File: src/ltm_pkg.sv
// ltm_pkg: shared constants and types of the lifetime timer
package ltm_pkg;

  // --------------------------------------------------------------
  // register map, byte addresses
  // --------------------------------------------------------------
  localparam logic [31:0] ADR_LOAD = 32'hffff0300;
  localparam logic [31:0] ADR_VAL_LO = 32'hffff0304;
  localparam logic [31:0] ADR_VAL_HI = 32'hffff0308;
  localparam logic [31:0] ADR_CTRL = 32'hffff030c;
  localparam logic [31:0] ADR_CLR = 32'hffff0310;
  localparam logic [31:0] ADR_CAP = 32'hffff0314;

  // --------------------------------------------------------------
  // widths, masks and reset values
  // --------------------------------------------------------------
  localparam int CNT_W = 48;
  localparam int LO_W = 16;
  localparam int HI_W = 32;
  localparam int CTRL_W = 18;
  localparam int SRC_N = 18;
  localparam int PRE_W = 15;
  localparam logic [17:0] CTRL_MASK = 18'h3f7df;
  localparam logic [17:0] SRC_VALID = 18'h3dfef;
  localparam logic [17:0] CTRL_RST = 18'h00000;
  localparam logic [15:0] LOAD_RST = 16'h0000;
  localparam logic [15:0] CAP_RST = 16'h0000;
  localparam logic [47:0] CNT_RST = 48'h000000000000;
  localparam logic [47:0] FS_48 = 48'hffffffffffff;
  localparam logic [47:0] FS_16 = 48'h00000000ffff;

  // --------------------------------------------------------------
  // clock source and prescaler codes
  // --------------------------------------------------------------
  localparam logic [1:0] CLK_CORE = 2'h0;
  localparam logic [1:0] CLK_LPOSC = 2'h1;
  localparam logic [1:0] CLK_XTAL = 2'h2;
  localparam logic [1:0] CLK_PREC = 2'h3;
  localparam logic [3:0] PRE_DIV1 = 4'h0;
  localparam logic [3:0] PRE_DIV16 = 4'h4;
  localparam logic [3:0] PRE_DIV256 = 4'h8;
  localparam logic [3:0] PRE_DIV32K = 4'hf;

  // --------------------------------------------------------------
  // types
  // --------------------------------------------------------------
  typedef struct packed {
    logic capEn;
    logic [4:0] capSel;
    logic rsv11;
    logic [1:0] clkSel;
    logic countUp;
    logic enable;
    logic periodic;
    logic rsv5;
    logic mode48;
    logic [3:0] prescale;
  } ltm_ctrl_t;

  typedef struct packed {
    ltm_ctrl_t ctrl;
    logic [15:0] load;
    logic start;
    logic reload;
  } ltm_stage_t;

  typedef enum logic [0:0] {
    RUN_IDLE = 1'b0,
    RUN_COUNT = 1'b1
  } ltm_run_t;

endpackage : ltm_pkg

File: src/ltm_tick_gen.sv
// ltm_tick_gen: clock source selection and prescaler for the timer
`timescale 1ns/1ps
module ltm_tick_gen
  import ltm_pkg::*;
#(
  parameter int PRE_BITS = PRE_W
) (
  // clock and reset
  input wire logic clk_sys,
  input wire logic reset_n,
  input wire logic clkEn,
  // 32.768 kHz source pins
  input wire logic oscLowPower,
  input wire logic oscXtal,
  input wire logic oscPrecision,
  // selection
  input wire logic [1:0] clkSel,
  input wire logic [3:0] preCode,
  // ticks
  output logic srcTick,
  output logic cntTick
);

  if (PRE_BITS < PRE_W) begin : g_chk
    $error("prescaler counter too narrow for divide by 32768");
  end

  // --------------------------------------------------------------
  // pin synchronisers and rising edge detect
  // --------------------------------------------------------------
  logic [2:0] pinRaw;
  logic [2:0] edgeSeen;
  assign pinRaw = {oscPrecision, oscXtal, oscLowPower};

  genvar gi;
  for (gi = 0; gi < 3; gi++) begin : g_pin
    logic meta;
    logic stable;
    logic prev;
    // edge taken from the second and third flops, never from meta
    always_ff @(posedge clk_sys or negedge reset_n) begin
      if (!reset_n) begin
        meta <= 1'b0;
        stable <= 1'b0;
        prev <= 1'b0;
      end else if (clkEn) begin
        meta <= pinRaw[gi];
        stable <= meta;
        prev <= stable;
      end
    end
    assign edgeSeen[gi] = stable & ~prev;
  end

  // core clock ticks every cycle, slow sources once per rising edge
  assign srcTick = (clkSel == CLK_CORE) ? 1'b1 : edgeSeen[clkSel - 2'h1];

  // --------------------------------------------------------------
  // prescaler
  // --------------------------------------------------------------
  logic [PRE_BITS-1:0] preCnt;
  logic [PRE_BITS-1:0] preMask;
  logic [3:0] preExp;

  // undefined codes fall back to divide by one
  assign preExp = (preCode == PRE_DIV16) ? 4'h4 :
                  (preCode == PRE_DIV256) ? 4'h8 :
                  (preCode == PRE_DIV32K) ? 4'hf : 4'h0;
  assign preMask = PRE_BITS'((32'h1 << preExp) - 32'h1);
  assign cntTick = srcTick & ((preCnt & preMask) == preMask);

  // free running divider; a new ratio applies at once, without a restart of the count
  always_ff @(posedge clk_sys or negedge reset_n) begin
    if (!reset_n) begin
      preCnt <= '0;
    end else if (clkEn && srcTick) begin
      preCnt <= preCnt + PRE_BITS'(1);
    end
  end

endmodule : ltm_tick_gen

File: src/ltm_timer.sv
// ltm_timer: lifetime timer with wishbone registers and capture
`timescale 1ns/1ps
module ltm_timer
  import ltm_pkg::*;
#(
  parameter int EVT_N = SRC_N
) (
  // clock, reset and freeze
  input wire logic clk_sys,
  input wire logic reset_n,
  input wire logic clkEn,
  // wishbone classic slave
  input wire logic cyc_i,
  input wire logic stb_i,
  input wire logic we_i,
  input wire logic [31:0] adr_i,
  input wire logic [3:0] sel_i,
  input wire logic [31:0] dat_i,
  output logic [31:0] dat_o,
  output logic ack_o,
  // slow clock source pins
  input wire logic oscLowPower,
  input wire logic oscXtal,
  input wire logic oscPrecision,
  // interrupt lines of the system, same clock
  input wire logic [EVT_N-1:0] eventLines,
  // timer interrupt
  output logic timerIrq
);

  if (EVT_N != SRC_N) begin : g_chk
    $error("capture source count must be eighteen");
  end

  // --------------------------------------------------------------
  // bus decode
  // --------------------------------------------------------------
  function automatic logic [31:0] byteMask(input logic [3:0] sel);
    byteMask = {{8{sel[3]}}, {8{sel[2]}}, {8{sel[1]}}, {8{sel[0]}}};
  endfunction : byteMask

  logic busReq;
  logic busAsk;
  logic wrStrobe;
  logic hitLoad;
  logic hitLo;
  logic hitHi;
  logic hitCtrl;
  logic hitClr;
  logic hitCap;
  logic [31:0] wrMask;

  assign busReq = cyc_i & stb_i;
  assign busAsk = busReq & ~ack_o;
  // writes land on the edge where the master sees ack
  assign wrStrobe = busReq & we_i & ack_o;
  assign hitLoad = (adr_i == ADR_LOAD);
  assign hitLo = (adr_i == ADR_VAL_LO);
  assign hitHi = (adr_i == ADR_VAL_HI);
  assign hitCtrl = (adr_i == ADR_CTRL);
  assign hitClr = (adr_i == ADR_CLR);
  assign hitCap = (adr_i == ADR_CAP);
  assign wrMask = byteMask(sel_i);

  // --------------------------------------------------------------
  // software side registers, core clock
  // --------------------------------------------------------------
  ltm_ctrl_t ctrlShadow;
  logic [15:0] loadShadow;
  logic startPend;
  logic reloadPend;
  logic [31:0] ctrlMerged;
  logic [31:0] loadMerged;
  logic [31:0] capMerged;
  logic srcTick;
  logic cntTick;
  logic wrCtrl;
  logic wrLoad;
  logic wrClr;

  assign ctrlMerged = (dat_i & wrMask) |
                      ({14'h0, ctrlShadow} & ~wrMask);
  assign loadMerged = (dat_i & wrMask) | ({16'h0, loadShadow} & ~wrMask);
  assign wrCtrl = wrStrobe & hitCtrl;
  // load and clear are dead while the counter is in 48-bit mode
  assign wrLoad = wrStrobe & hitLoad & ~ctrlShadow.mode48;
  assign wrClr = wrStrobe & hitClr & ~ctrlShadow.mode48;

  // control write raises a start request that waits for the timer clock
  always_ff @(posedge clk_sys or negedge reset_n) begin
    if (!reset_n) begin
      ctrlShadow <= ltm_ctrl_t'(CTRL_RST);
      loadShadow <= LOAD_RST;
      startPend <= 1'b0;
      reloadPend <= 1'b0;
    end else if (clkEn) begin
      if (wrCtrl) begin
        ctrlShadow <= ltm_ctrl_t'(ctrlMerged[17:0] & CTRL_MASK);
      end
      if (wrLoad) begin
        loadShadow <= loadMerged[15:0];
      end
      // a new write wins over the hand-off in the same cycle
      startPend <= wrCtrl | (startPend & ~srcTick);
      reloadPend <= wrClr | (reloadPend & ~srcTick);
    end
  end

  // --------------------------------------------------------------
  // two stage hand-off into the timer clock
  // --------------------------------------------------------------
  ltm_stage_t stage1;
  ltm_stage_t stage2;
  ltm_stage_t stageIn;

  assign stageIn = '{ctrl: ctrlShadow, load: loadShadow,
                     start: startPend, reload: reloadPend};

  // both stages advance only on ticks of the selected source, so the
  // counter sees new settings, bar the clock select taken straight from ctrlShadow, no sooner than two of its periods
  always_ff @(posedge clk_sys or negedge reset_n) begin
    if (!reset_n) begin
      stage1 <= '0;
      stage2 <= '0;
    end else if (clkEn && srcTick) begin
      stage1 <= stageIn;
      stage2 <= stage1;
    end
  end

  // --------------------------------------------------------------
  // clock source and prescaler
  // --------------------------------------------------------------
  ltm_tick_gen u_tick (
    .clk_sys(clk_sys),
    .reset_n(reset_n),
    .clkEn(clkEn),
    .oscLowPower(oscLowPower),
    .oscXtal(oscXtal),
    .oscPrecision(oscPrecision),
    .clkSel(ctrlShadow.clkSel),
    .preCode(stage2.ctrl.prescale),
    .srcTick(srcTick),
    .cntTick(cntTick)
  );

  // --------------------------------------------------------------
  // run state
  // --------------------------------------------------------------
  ltm_run_t runState;
  ltm_run_t next_runState;
  logic startNow;
  logic reloadNow;

  assign startNow = srcTick & stage2.start;
  assign reloadNow = srcTick & stage2.reload & ~stage2.ctrl.mode48;

  always_comb begin
    next_runState = runState;
    case (runState)
      RUN_IDLE: begin
        if (startNow && stage2.ctrl.enable) begin
          next_runState = RUN_COUNT;
        end
      end
      RUN_COUNT: begin
        if (srcTick && !stage2.ctrl.enable) begin
          next_runState = RUN_IDLE;
        end
      end
      default: begin
        next_runState = RUN_IDLE;
      end
    endcase
  end

  always_ff @(posedge clk_sys or negedge reset_n) begin
    if (!reset_n) begin
      runState <= RUN_IDLE;
    end else if (clkEn) begin
      runState <= next_runState;
    end
  end

  // --------------------------------------------------------------
  // counter datapath
  // --------------------------------------------------------------
  logic [47:0] count;
  logic [47:0] next_count;
  logic [47:0] fullScale;
  logic [47:0] stepped;
  logic [47:0] startVal;
  logic [47:0] termVal;
  logic countUp;
  logic atTerm;
  logic stepNow;
  logic setIrq;
  logic clrIrq;

  // 48-bit mode ignores the direction bit and the load register
  assign countUp = stage2.ctrl.mode48 | stage2.ctrl.countUp;
  assign fullScale = stage2.ctrl.mode48 ? FS_48 : FS_16;
  assign startVal = stage2.ctrl.mode48 ? CNT_RST :
                    {32'h0, stage2.load};
  assign termVal = countUp ? fullScale : CNT_RST;
  assign atTerm = (count == termVal);
  // the natural wrap is the free-running rollover
  assign stepped = (countUp ? count + 48'h1 : count - 48'h1) &
                   fullScale;
  assign stepNow = cntTick & (runState == RUN_COUNT) & ~startNow &
                   ~reloadNow;
  assign setIrq = stepNow & (stepped == termVal);
  assign clrIrq = wrClr;

  // start and clear-reload come first, then the counting step
  always_comb begin
    next_count = count;
    if (startNow || reloadNow) begin
      next_count = startVal;
    end else if (stepNow) begin
      if (atTerm && stage2.ctrl.periodic) begin
        next_count = startVal;
      end else begin
        next_count = stepped;
      end
    end
  end

  always_ff @(posedge clk_sys or negedge reset_n) begin
    if (!reset_n) begin
      count <= CNT_RST;
    end else if (clkEn) begin
      count <= next_count;
    end
  end

  // a terminal count in the clear cycle keeps the flag set
  always_ff @(posedge clk_sys or negedge reset_n) begin
    if (!reset_n) begin
      timerIrq <= 1'b0;
    end else if (clkEn) begin
      timerIrq <= setIrq | (timerIrq & ~clrIrq);
    end
  end

  // --------------------------------------------------------------
  // event capture
  // --------------------------------------------------------------
  logic [15:0] capture;
  logic [EVT_N-1:0] evtValid;
  logic evtSel;
  logic evtPrev;
  logic capHit;

  assign evtValid = eventLines & SRC_VALID;
  assign evtSel = (ctrlShadow.capSel < 5'd18) ?
                  evtValid[ctrlShadow.capSel] : 1'b0;
  assign capHit = evtSel & ~evtPrev & ctrlShadow.capEn &
                  ~ctrlShadow.mode48;
  assign capMerged = (dat_i & wrMask) | ({16'h0, capture} & ~wrMask);

  // the event beats a software write in the same cycle
  always_ff @(posedge clk_sys or negedge reset_n) begin
    if (!reset_n) begin
      evtPrev <= 1'b0;
      capture <= CAP_RST;
    end else if (clkEn) begin
      evtPrev <= evtSel;
      if (capHit) begin
        capture <= count[15:0];
      end else if (wrStrobe && hitCap && !ctrlShadow.mode48) begin
        capture <= capMerged[15:0];
      end
    end
  end

  // --------------------------------------------------------------
  // read path and acknowledge
  // --------------------------------------------------------------
  logic [31:0] rdData;

  // value reads only look at the count, they never touch it
  assign rdData = hitLo ? {16'h0, count[15:0]} :
                  hitHi ? count[47:16] :
                  hitCtrl ? {14'h0, ctrlShadow} :
                  hitCap ? {16'h0, capture} : 32'h0;

  // one cycle answer for every address, unmapped ones read zero
  always_ff @(posedge clk_sys or negedge reset_n) begin
    if (!reset_n) begin
      ack_o <= 1'b0;
      dat_o <= 32'h0;
    end else if (clkEn) begin
      ack_o <= busAsk;
      if (busAsk) begin
        dat_o <= rdData;
      end
    end
  end
endmodule : ltm_timer

File: config.mk
export PLATFORM = sky130hd
export DESIGN_NAME = ltm_timer
export DESIGN_NICKNAME = d
export VERILOG_FILES = /design/src/ltm_pkg.sv /design/src/ltm_tick_gen.sv /design/src/ltm_timer.sv
export SDC_FILE = /design/constraint.sdc
export NUM_CORES = 1
export LEC_CHECK = 0
export BUFFER_PORTS_ARGS = -buffer_cell sky130_fd_sc_hd__buf_2
export CAP_MARGIN = 20
export CORE_MARGIN = 3
export CORE_UTILIZATION = 40
export DETAILED_ROUTE_END_ITERATION = 12
export PLACE_DENSITY = 0.56
export SLEW_MARGIN = 0
export SYNTH_ARGS = -nofsm -noshare
export SYNTH_HDL_FRONTEND = slang
export SYNTH_SLANG_ARGS = --single-unit
File: constraint.sdc
create_clock -name clk_sys -period 7.5 [get_ports clk_sys]
set_clock_uncertainty 0.15 [all_clocks]
set_input_delay 0.75 -clock clk_sys [delete_from_list [all_inputs] [get_ports clk_sys]]
set_output_delay 0.75 -clock clk_sys [all_outputs]
set_load 0.02 [all_outputs]
Word-level counts from Yosys, hierarchy flattened
Cells that the tools add are included.
Storage, ports and cells
  register bits after elaboration: 210
  bits in latches: 0
  bits in writable memories: 0
  memory bits (read-only): 0
  output and inout port bits: 34
  logic and storage cells: 159
  memories: 0
Operators by class
  add/sub/neg operators: 5
  $mul: 0
  divide/modulo/power cells: 0
  order comparisons: 3
  equal/unequal tests: 12
  shift operators: 1
  multiplexer cells: 25
  bitwise gates (word level): 52
  reduce and logical (&&, ||, !) cells: 17
Operators with widths (number)
  two-way mux 48 bit: 6
  equality test 32 bit, second input constant: 6
  equality test 48 bit: 2
  two-way mux 16 bit: 4
  two-way mux 32 bit: 2
  adder 48 x 1 -> 48 bit, second input constant: 1
  AND 48 bit: 1
  subtractor 48 x 1 -> 48 bit, second input constant: 1
  AND 18 bit: 2
  AND 16 bit: 2
  OR 16 bit: 2
  AND 1 bit: 26
  two-way mux 18 bit: 1
  NOT 18 bit: 1
  OR 18 bit: 1
  adder 15 x 1 -> 15 bit, second input constant: 1
  AND 15 bit: 1
  equality test 15 bit: 1
  << shifter 1 x 4 -> 15 bit, first input constant: 1
  subtractor 15 x 1 -> 15 bit, second input constant: 1
  two-way mux 4 bit: 3
  NOT 1 bit: 12
  AND reduction 2 bit: 5
  equality test 4 bit, second input constant: 2
  15 further kinds: 30

Depth between registers and ports, before layout
Gate-level depths: netlist (run 1).
  depth in word-level cells: 14
  gate-level depth with buffers: 22

By module
Synthesis (run 1) repeated with hierarchy kept, for this count alone.
Second synthesis, totals
  cell total of the unflattened synthesis: 1387
  area total of the unflattened synthesis: 12862.3 µm²
Modules (own cells, without submodules)
  ltm_timer: instances 1, cells each 1277, area an instance 11556.1 µm², sequential area each 4654.5 µm²
  ltm_tick_gen: instances 1, cells each 110, area an instance 1306.3 µm², sequential area each 600.6 µm²

Least setup slack after synthesis (run 1)
No wires, ideal clock.
  path kind: register -> register
  start: register stage2[26] in the netlist's numbering
  end: register timerIrq
  setup time: 0.066 ns
  data arrival time: 4.631 ns
  path slack: 2.653 ns
  cell stages (with the launch flop): 22
  path buffers: 7
  period minus slack after synthesis: 4.847 ns
  cells stage by stage: dfrtp_1 > buf_6 > or2_1 > buf_6 > inv_2 > buf_4 > buf_4 > buf_2 > buf_1 > clkbuf_1 > xnor2_1 > ha_1 > or4_1 > o211ai_2 > nand3b_2 > a211oi_4 > mux2i_1 > xor2_1 > nand4b_1 > a2111o_1 > o41ai_1 > a22o_1
On the way
  cells in the longest elaborated chain, start to end: 6
RTL lines
  from (decl): line ltm_timer.sv:113  | ltm_stage_t stage2;
  from (signal assigned): line ltm_timer.sv:127  | stage2 <= stage1;
  OR 1 bit *: line ltm_timer.sv:201  | assign countUp = stage2.ctrl.mode48 | stage2.ctrl.countUp;
  two-way mux 48 bit: line ltm_timer.sv:208  | assign stepped = (countUp ? count + 48'h1 : count - 48'h1) &
  AND 48 bit: line ltm_timer.sv:208
  equality test 48 bit *: line ltm_timer.sv:212  | assign setIrq = stepNow & (stepped == termVal);
  AND 1 bit *: line ltm_timer.sv:212
  OR 1 bit *: line ltm_timer.sv:242  | timerIrq <= setIrq | (timerIrq & ~clrIrq);
  to (signal assigned): line ltm_timer.sv:242
  to (decl): line ltm_timer.sv:28  | output logic timerIrq
Every way passes the cells marked *; elsewhere a longest branch is shown, timed or not.
A chain may end at the register's enable or synchronous reset.

Worst setup path in the final report (run 1)
  start: register count[1]
  end: register timerIrq
On the way
  cells in the longest elaborated chain, start to end: 6
RTL lines
  from (decl): line ltm_timer.sv:188  | logic [47:0] count;
  from (signal assigned): line ltm_timer.sv:233  | count <= next_count;
  subtractor 48 x 1 -> 48 bit / adder 48 x 1 -> 48 bit (equally long branches): line ltm_timer.sv:208
  two-way mux 48 bit *: line ltm_timer.sv:208
  AND 48 bit *: line ltm_timer.sv:208
  equality test 48 bit *: line ltm_timer.sv:212
  AND 1 bit *: line ltm_timer.sv:212
  OR 1 bit *: line ltm_timer.sv:242
Marked as above.

==> metrics, run 1 <==
outcome finished, final reports clean; fmax roughly 210 MHz; Syn Inst Count ~1400; top_reg_cell synth dfrtp_1; slowest CP cell dfrtp_1; Hold Fails Final Rpt 0; root buffer cell clkbuf_16; CTS tree yes; first-pass GRT wire length 63900 um; fill count 3105; Final Non-Filler Cells about 1800; Antenna diodes 0; via count between 10000 and 15000; syn avg cell area ~9.5 um2; Residual DRC 0; Reg clk slew, reported paths ~0.06 ns; critical path cell sequence inv_1, xnor2_1, ha_1, or4_1, o211ai_2, nand3b_2, a211oi_4, mux2i_1, xor2_1, nand4b_1, a2111o_1, o41ai_1, a22o_1; Psw about 790 uW; worst slew pin tran approximately 1.1 ns; main area contributors after synthesis dfrtp_1, mux2_2, mux2i_1; FF-to-FF Start count[1]$_DFFE_PN0P_; Worst Path Arrival between 5 and 6 ns; gr ovfl total 0; reg-to-reg endpoint timerIrq$_DFFE_PN0P_; Die ar. ~35000 um2; final setup fails 0; ANT nets after route 0; Clock H-tree levels 1; RSZ-0062 raised after global routing false; max-cap violations 0; Final #Nets around 1500; GRT Total Usage 23.6%; Placed Instances between 1500 and 2000; layout cells sized above 1 between 20% and 30%; clock buffer depth 3; minimum clock period around 4.7 ns; Avg WL per Cell 22.5 um; row count between 60 and 70; switch share 27.0%; final WL roughly 41000 um; Worst Setup Start Kind register; Max IR drop VDD around 0.18 mV; FF+latch count, synth between 200 and 250; initial antenna violation count 0; Comb pwr share 12.1%; Die W 186 um; Yosys top cell area share 40.5%; Reg area approximately 5300 um2; Clk Latency, worst-skew pair between 0.5 and 0.6 ns; clock power share between 40 and 50%; multi-input logic area a little over 7000 um2; Num Clock Sinks 210; Area growth, synth to finish 12.0%; worst r2r path cells 13; Pre-Repair DR Iteration Count 5; worst-path fanout max 16; Reg2Reg Setup Slack 2.76 ns; max_slew headroom a little over a quarter; post-CTS setup buffers 0; Pleak ~0.0065 uW; Tot Pwr 2930 uW; largest net degree at the start of global routing 99; Post-CTS Resized 0; Syn. warnings 0; setup TNS 0 ns; Core Region between 30000 and 40000 um2; Setup CP Type reg -> reg; die height 186 um; Via density about 6.0; data required time of the worst path about 8 ns; sequential share of power 43.1%; crit-path max cell delay ~0.66 ns; delay-heaviest family, CP compound AO/OA/AOI/OAI gates; number of port buffers 111; # IOs ~130; vias in the first global route around 11000; post-synthesis cell area roughly 13000 um2; power per cell area approximately 200 nW/um2; HP Class in -> async; Hold Buf Count CTS 0; fin. max-slew vios 0; period utilization between 60% and 70%; DP Wirelength just under 30000 um; Placer Congestion between 0.9 and 1; initial core utilization between 40% and 50%; Seq/Total Area, Yosys 40.5%; Crit path buffers/inverters 1; Detailed Route Iter0 Violations ~880; Post-synth EDFFs 0; Syn Nets 1469; Internal around 2100 uW; Post-synth ARST share 100%; leading area contributor after synthesis dfrtp_1; CTS buffer count 24; CP Capture Type register; Netlist cell types 90
==> per-layer routing <==
metal / GRT usage, % / vias up / routed length, um
li1: - / 5143 / -
met1: 34.5 / 5446 / 19100
met2: 37.1 / 366 / 18600
met3: 3.58 / 53 / 2420
met4: 5.36 / 0 / 869
met5: 0 / - / 0
==> cell families (layout without fill, tap and decap cells) <==
group                    after synthesis  after routing  synth area share (%)
AND/OR/NAND/NOR                      446            446                  17.6
XOR/XNOR                              61             61                  4.12
flip-flops                           210            210                  40.5
adder cells (fa/ha/maj)                5              5                 0.482
AO/OA/AOI/OAI                        324            324                  17.8
multiplexers                         170            170                  14.4
buffers and inverters                152            202                  5.10
other                                  1              1                0.0289
==> power by group through the flow <==
stage	clock (uW)	sequential (uW)	combinational (uW)
5_1_grt	1390	1270	393
6_report	1310	1260	354
3_3_place_gp	0	1280	349
3_5_place_dp	0	1280	352
4_1_cts	1340	1260	353
2_1_floorplan	0	1220	277
==> synthesized netlist by cell type (11+ instances only) <==
| library cell | number |
|---|---|
| nand3_1 | 49 |
| o31ai_1 | 11 |
| mux2i_1 | 58 |
| a31oi_1 | 11 |
| and2_1 | 21 |
| buf_1 | 11 |
| o22ai_1 | 12 |
| nand4_1 | 34 |
| o21ai_0 | 98 |
| and3_1 | 15 |
| or3_1 | 14 |
| inv_1 | 31 |
| a22o_1 | 27 |
| mux2_2 | 110 |
| xnor2_1 | 48 |
| nor4_1 | 32 |
| dfrtp_1 | 210 |
| o22a_1 | 15 |
| a21oi_1 | 48 |
| or4_1 | 13 |
| clkbuf_1 | 84 |
| nor3_1 | 31 |
| xor2_1 | 13 |
| buf_2 | 13 |
| nor2_1 | 77 |
| nand2_1 | 123 |
==> layout by cell type (no fill, tap or decap), types with 6 or more instances in the layout <==
| cell | instances |
|---|---|
| or2_2 | 6 |
| nand4_1 | 34 |
| a31oi_1 | 11 |
| dfrtp_1 | 210 |
| nand3_1 | 49 |
| o22a_1 | 15 |
| a211oi_1 | 7 |
| o31ai_1 | 11 |
| a311oi_1 | 6 |
| nor2_1 | 77 |
| o41ai_1 | 6 |
| buf_4 | 15 |
| mux2_2 | 110 |
| a21oi_1 | 47 |
| and3_1 | 15 |
| o21ai_0 | 98 |
| inv_1 | 31 |
| nand2_1 | 122 |
| a22o_1 | 27 |
| a22oi_1 | 7 |
| or4_1 | 13 |
| xnor2_1 | 48 |
| nor3_1 | 31 |
| o22ai_1 | 12 |
| buf_2 | 110 |
| mux2i_1 | 58 |
| xor2_1 | 13 |
| nor4_1 | 32 |
| clkbuf_16 | 25 |
| or3_1 | 14 |
| and2_1 | 21 |
==> layout make-up <==
type,instances,area share [%]
clock buffers,34,4.88
clock inverters,10,1.24
inverters,32,0.827
multi-input cells,1007,48.7
flip-flops and latches,210,36.2
well taps,402,3.46
repair buffers,126,4.67
==> through the flow <==
stage | utilization [%] | hold WS [ns] | setup WS [ns] | instance area [um2]
detailed placement | 43.0 | 0.304 | 2.90 | 13600
finish | 45.8 | 0.0944 | 2.76 | 14500
CTS | 45.8 | 0.126 | 2.86 | 14500
floorplan | - | 0.284 | 2.65 | 13000
global placement | 43.0 | 0.305 | 2.94 | 13600
global route | 45.8 | 0.152 | 2.49 | 14500
==> worst max-delay path by stage <==
stage                      startpoint              endpoint  slack [ns]  cells after the start
2_1_floorplan  stage2[26]$_DFFE_PN0P_  timerIrq$_DFFE_PN0P_        2.65                     21
3_3_place_gp     count[1]$_DFFE_PN0P_  timerIrq$_DFFE_PN0P_        2.94                     13
3_5_place_dp     count[1]$_DFFE_PN0P_  timerIrq$_DFFE_PN0P_        2.90                     13
4_1_cts          count[1]$_DFFE_PN0P_  timerIrq$_DFFE_PN0P_        2.86                     13
5_1_grt          count[1]$_DFFE_PN0P_  timerIrq$_DFFE_PN0P_        2.49                     13
6_report         count[1]$_DFFE_PN0P_  timerIrq$_DFFE_PN0P_        2.76                     13
Note: power is estimated with default switching activity, not from simulation.
==> run 2: changes to the inputs <==
--- a/config.mk
+++ b/config.mk
@@ -10,7 +10,7 @@
 export CORE_MARGIN = 3
 export CORE_UTILIZATION = 40
 export DETAILED_ROUTE_END_ITERATION = 12
-export PLACE_DENSITY = 0.56
+export PLACE_DENSITY = 0.58
 export SLEW_MARGIN = 0
 export SYNTH_ARGS = -nofsm -noshare
 export SYNTH_HDL_FRONTEND = slang
==> constraint.sdc (replaced) <==
create_clock -name clk_sys -period 3.97 [get_ports clk_sys]
set_clock_uncertainty 0.15 [all_clocks]
set_input_delay 0.397 -clock clk_sys [delete_from_list [all_inputs] [get_ports clk_sys]]
set_output_delay 0.397 -clock clk_sys [all_outputs]
set_load 0.02 [all_outputs]
==> metrics, run 2 (synthesis results as in run 1) <==
Core Region 31700 um2 (unchanged); die height 186 um (unchanged); Worst Path Arrival 4.22 ns (-0.83 ns); period utilization 97.5% (+34 points); Avg WL per Cell 22.4 um (-0.64%); HP Class in -> reg; ANT nets after route 0 (unchanged); via count 11600 (+5.0%); Pleak 0.00709 uW (+9.3%); max_slew headroom 45.4% (+18 points); clock buffer depth 3 (unchanged); data required time of the worst path 4.32 ns (-3.49 ns); Max IR drop VDD 0.416 mV (+130%); CTS tree yes; Hold Fails Final Rpt 0 (unchanged); worst slew pin tran 0.817 ns (-0.261 ns); minimum clock period 3.87 ns (-0.867 ns); Residual DRC 0 (unchanged); DP Wirelength 32000 um (+7.3%); Num Clock Sinks 210 (unchanged); Pre-Repair DR Iteration Count 5 (unchanged); Area growth, synth to finish 20.6%; outcome finished, final reports clean; most frequent cells in the layout dfrtp_1, nand2_1, mux2_2, buf_2, buf_4; gr ovfl total 0 (unchanged); Via density 5.96 (-1.4%); largest net degree at the start of global routing 76 (-23%); worst hold slack 0.0515 ns (-0.0429 ns); max-cap violations 0 (unchanged); Reg clk slew, reported paths 0.06 ns (about the same); Setup CP Type reg -> reg; power per cell area 348 nW/um2 (+72%); initial antenna violation count 0 (unchanged); fin. max-slew vios 0 (unchanged); Placer Congestion 0.942 (-0.57%); initial core utilization 40.9% (unchanged); Clock H-tree levels 1 (unchanged); GRT Total Usage 24.9% (+1.3 points); first-pass GRT wire length 67100 um (+5.1%); placed cell area 14400 um2 (+5.8%); CTS buffer count 24 (unchanged); final setup fails 0 (unchanged); Antenna diodes 0 (unchanged); Final #Nets 1619 (+7.9%); final instance area 15600 um2 (+7.7%); layout cells sized above 1 27.5% (+5.5 points); Detailed Route Iter0 Violations 990 (+12%); Die W 186 um (unchanged); setup TNS 0 ns (unchanged); worst-path fanout max 6 (-10); Worst Setup Start Kind register; most common cell after layout, fill and taps aside dfrtp_1; fmax 258 MHz (+22%); row count 65 (unchanged); Die ar. 34600 um2 (unchanged); # IOs 129 (unchanged); number of port buffers 111 (unchanged); Clk Latency, worst-skew pair 0.56 ns (+0.03 ns); root buffer cell clkbuf_16; vias in the first global route 11400 (+7.4%); CP Capture Type register; final WL 43400 um (+5.8%)
## run 2: changes by cell type in the layout (fill, tap and decap cells not counted), sizes merged
cell         change
bufinv           -4
clkbuf           +4
buf             +95
inv              -1
clkinv           +2
dlygate4sd3     +22
## run 2: final cells by class
cell class              count  area, um2
fillers                  2985      16100
multi-input cells        1007       7230
flip-flops and latches    210       5260
repair buffers            244       1730
clock buffers              37        699
well taps                 402        503
inverters                  32        125
clock inverters             7       97.6
## run 2: routing by layer
| metal | global-route usage, % | part of all wire [%] | up-vias |
|---|---|---|---|
| met5 | 0 | 0 | - |
| met4 | 7.75 | 3.3 | 0 |
| met3 | 3.05 | 5.6 | 75 |
| met2 | 40.7 | 47 | 384 |
| met1 | 34.7 | 44 | 5723 |
| li1 | - | - | 5372 |
## run 2: repair_timing
item / CTS / global route
resized for setup: 1 / 20
endpoints found under the hold margin: 98 / 0
buffers inserted: 0 / 7
pin swaps: 0 / 8
hold buffers: 22 / 0
setup endpoints to repair: 1 / 2
cloned: 0 / 1
## run 2: final timing paths
path / end / startpoint / slack (ns) / cells after the start
setup / recovery: timerIrq$_DFFE_PN0P_ / stage2[26]$_DFFE_PN0P_ / 0.1 / 14
hold / removal: register / sel_i[2] / 0.05 / 3
setup reg to reg: timerIrq$_DFFE_PN0P_ / stage2[26]$_DFFE_PN0P_ / 0.1 / 14
hold reg to reg: u_tick.preCnt[7]$_DFFE_PN0P_ / u_tick.preCnt[7]$_DFFE_PN0P_ / 0.32 / 1
max in group asynchronous: stage2[3]$_DFFE_PN0P_ / reset_n / 2.61 / 3
min in group asynchronous: count[29]$_DFFE_PN0P_ / reset_n / 0.27 / 2
## run 2: report_power, final
group          switching [uW]  internal, uW  total (uW)
clock network             940          1290        2230
logic                     503           362         865
registers                 128          2220        2340
total                    1570          3870        5440
## run 2: through the flow
stage / total power (uW) / setup WS [ns] / instances / utilization [%]
floorplan: 2850 / -0.280 / 1369 / -
global placement: 3190 / -0.121 / 1865 / 45.5
detailed placement: 3200 / 0.000970 / 1865 / 45.5
CTS: 5460 / 0.0687 / 1931 / 48.7
global route: 5680 / -0.00146 / 1939 / 49.3
finish: 5440 / 0.0976 / 1939 / 49.3
## run 2: critical path, stage by stage, from the launching register on
cell,delay [ns]
dfrtp_1,0.41
or2_4,0.29
clkinv_4,0.10
xnor2_1,0.07
ha_2,0.23
or4_4,0.44
o211ai_4,0.09
nand3b_4,0.22
a21oi_1,0.17
and3_1,0.23
o221ai_1,0.23
nand4b_1,0.13
a2111o_1,0.45
o41ai_4,0.42
a22o_1,0.17
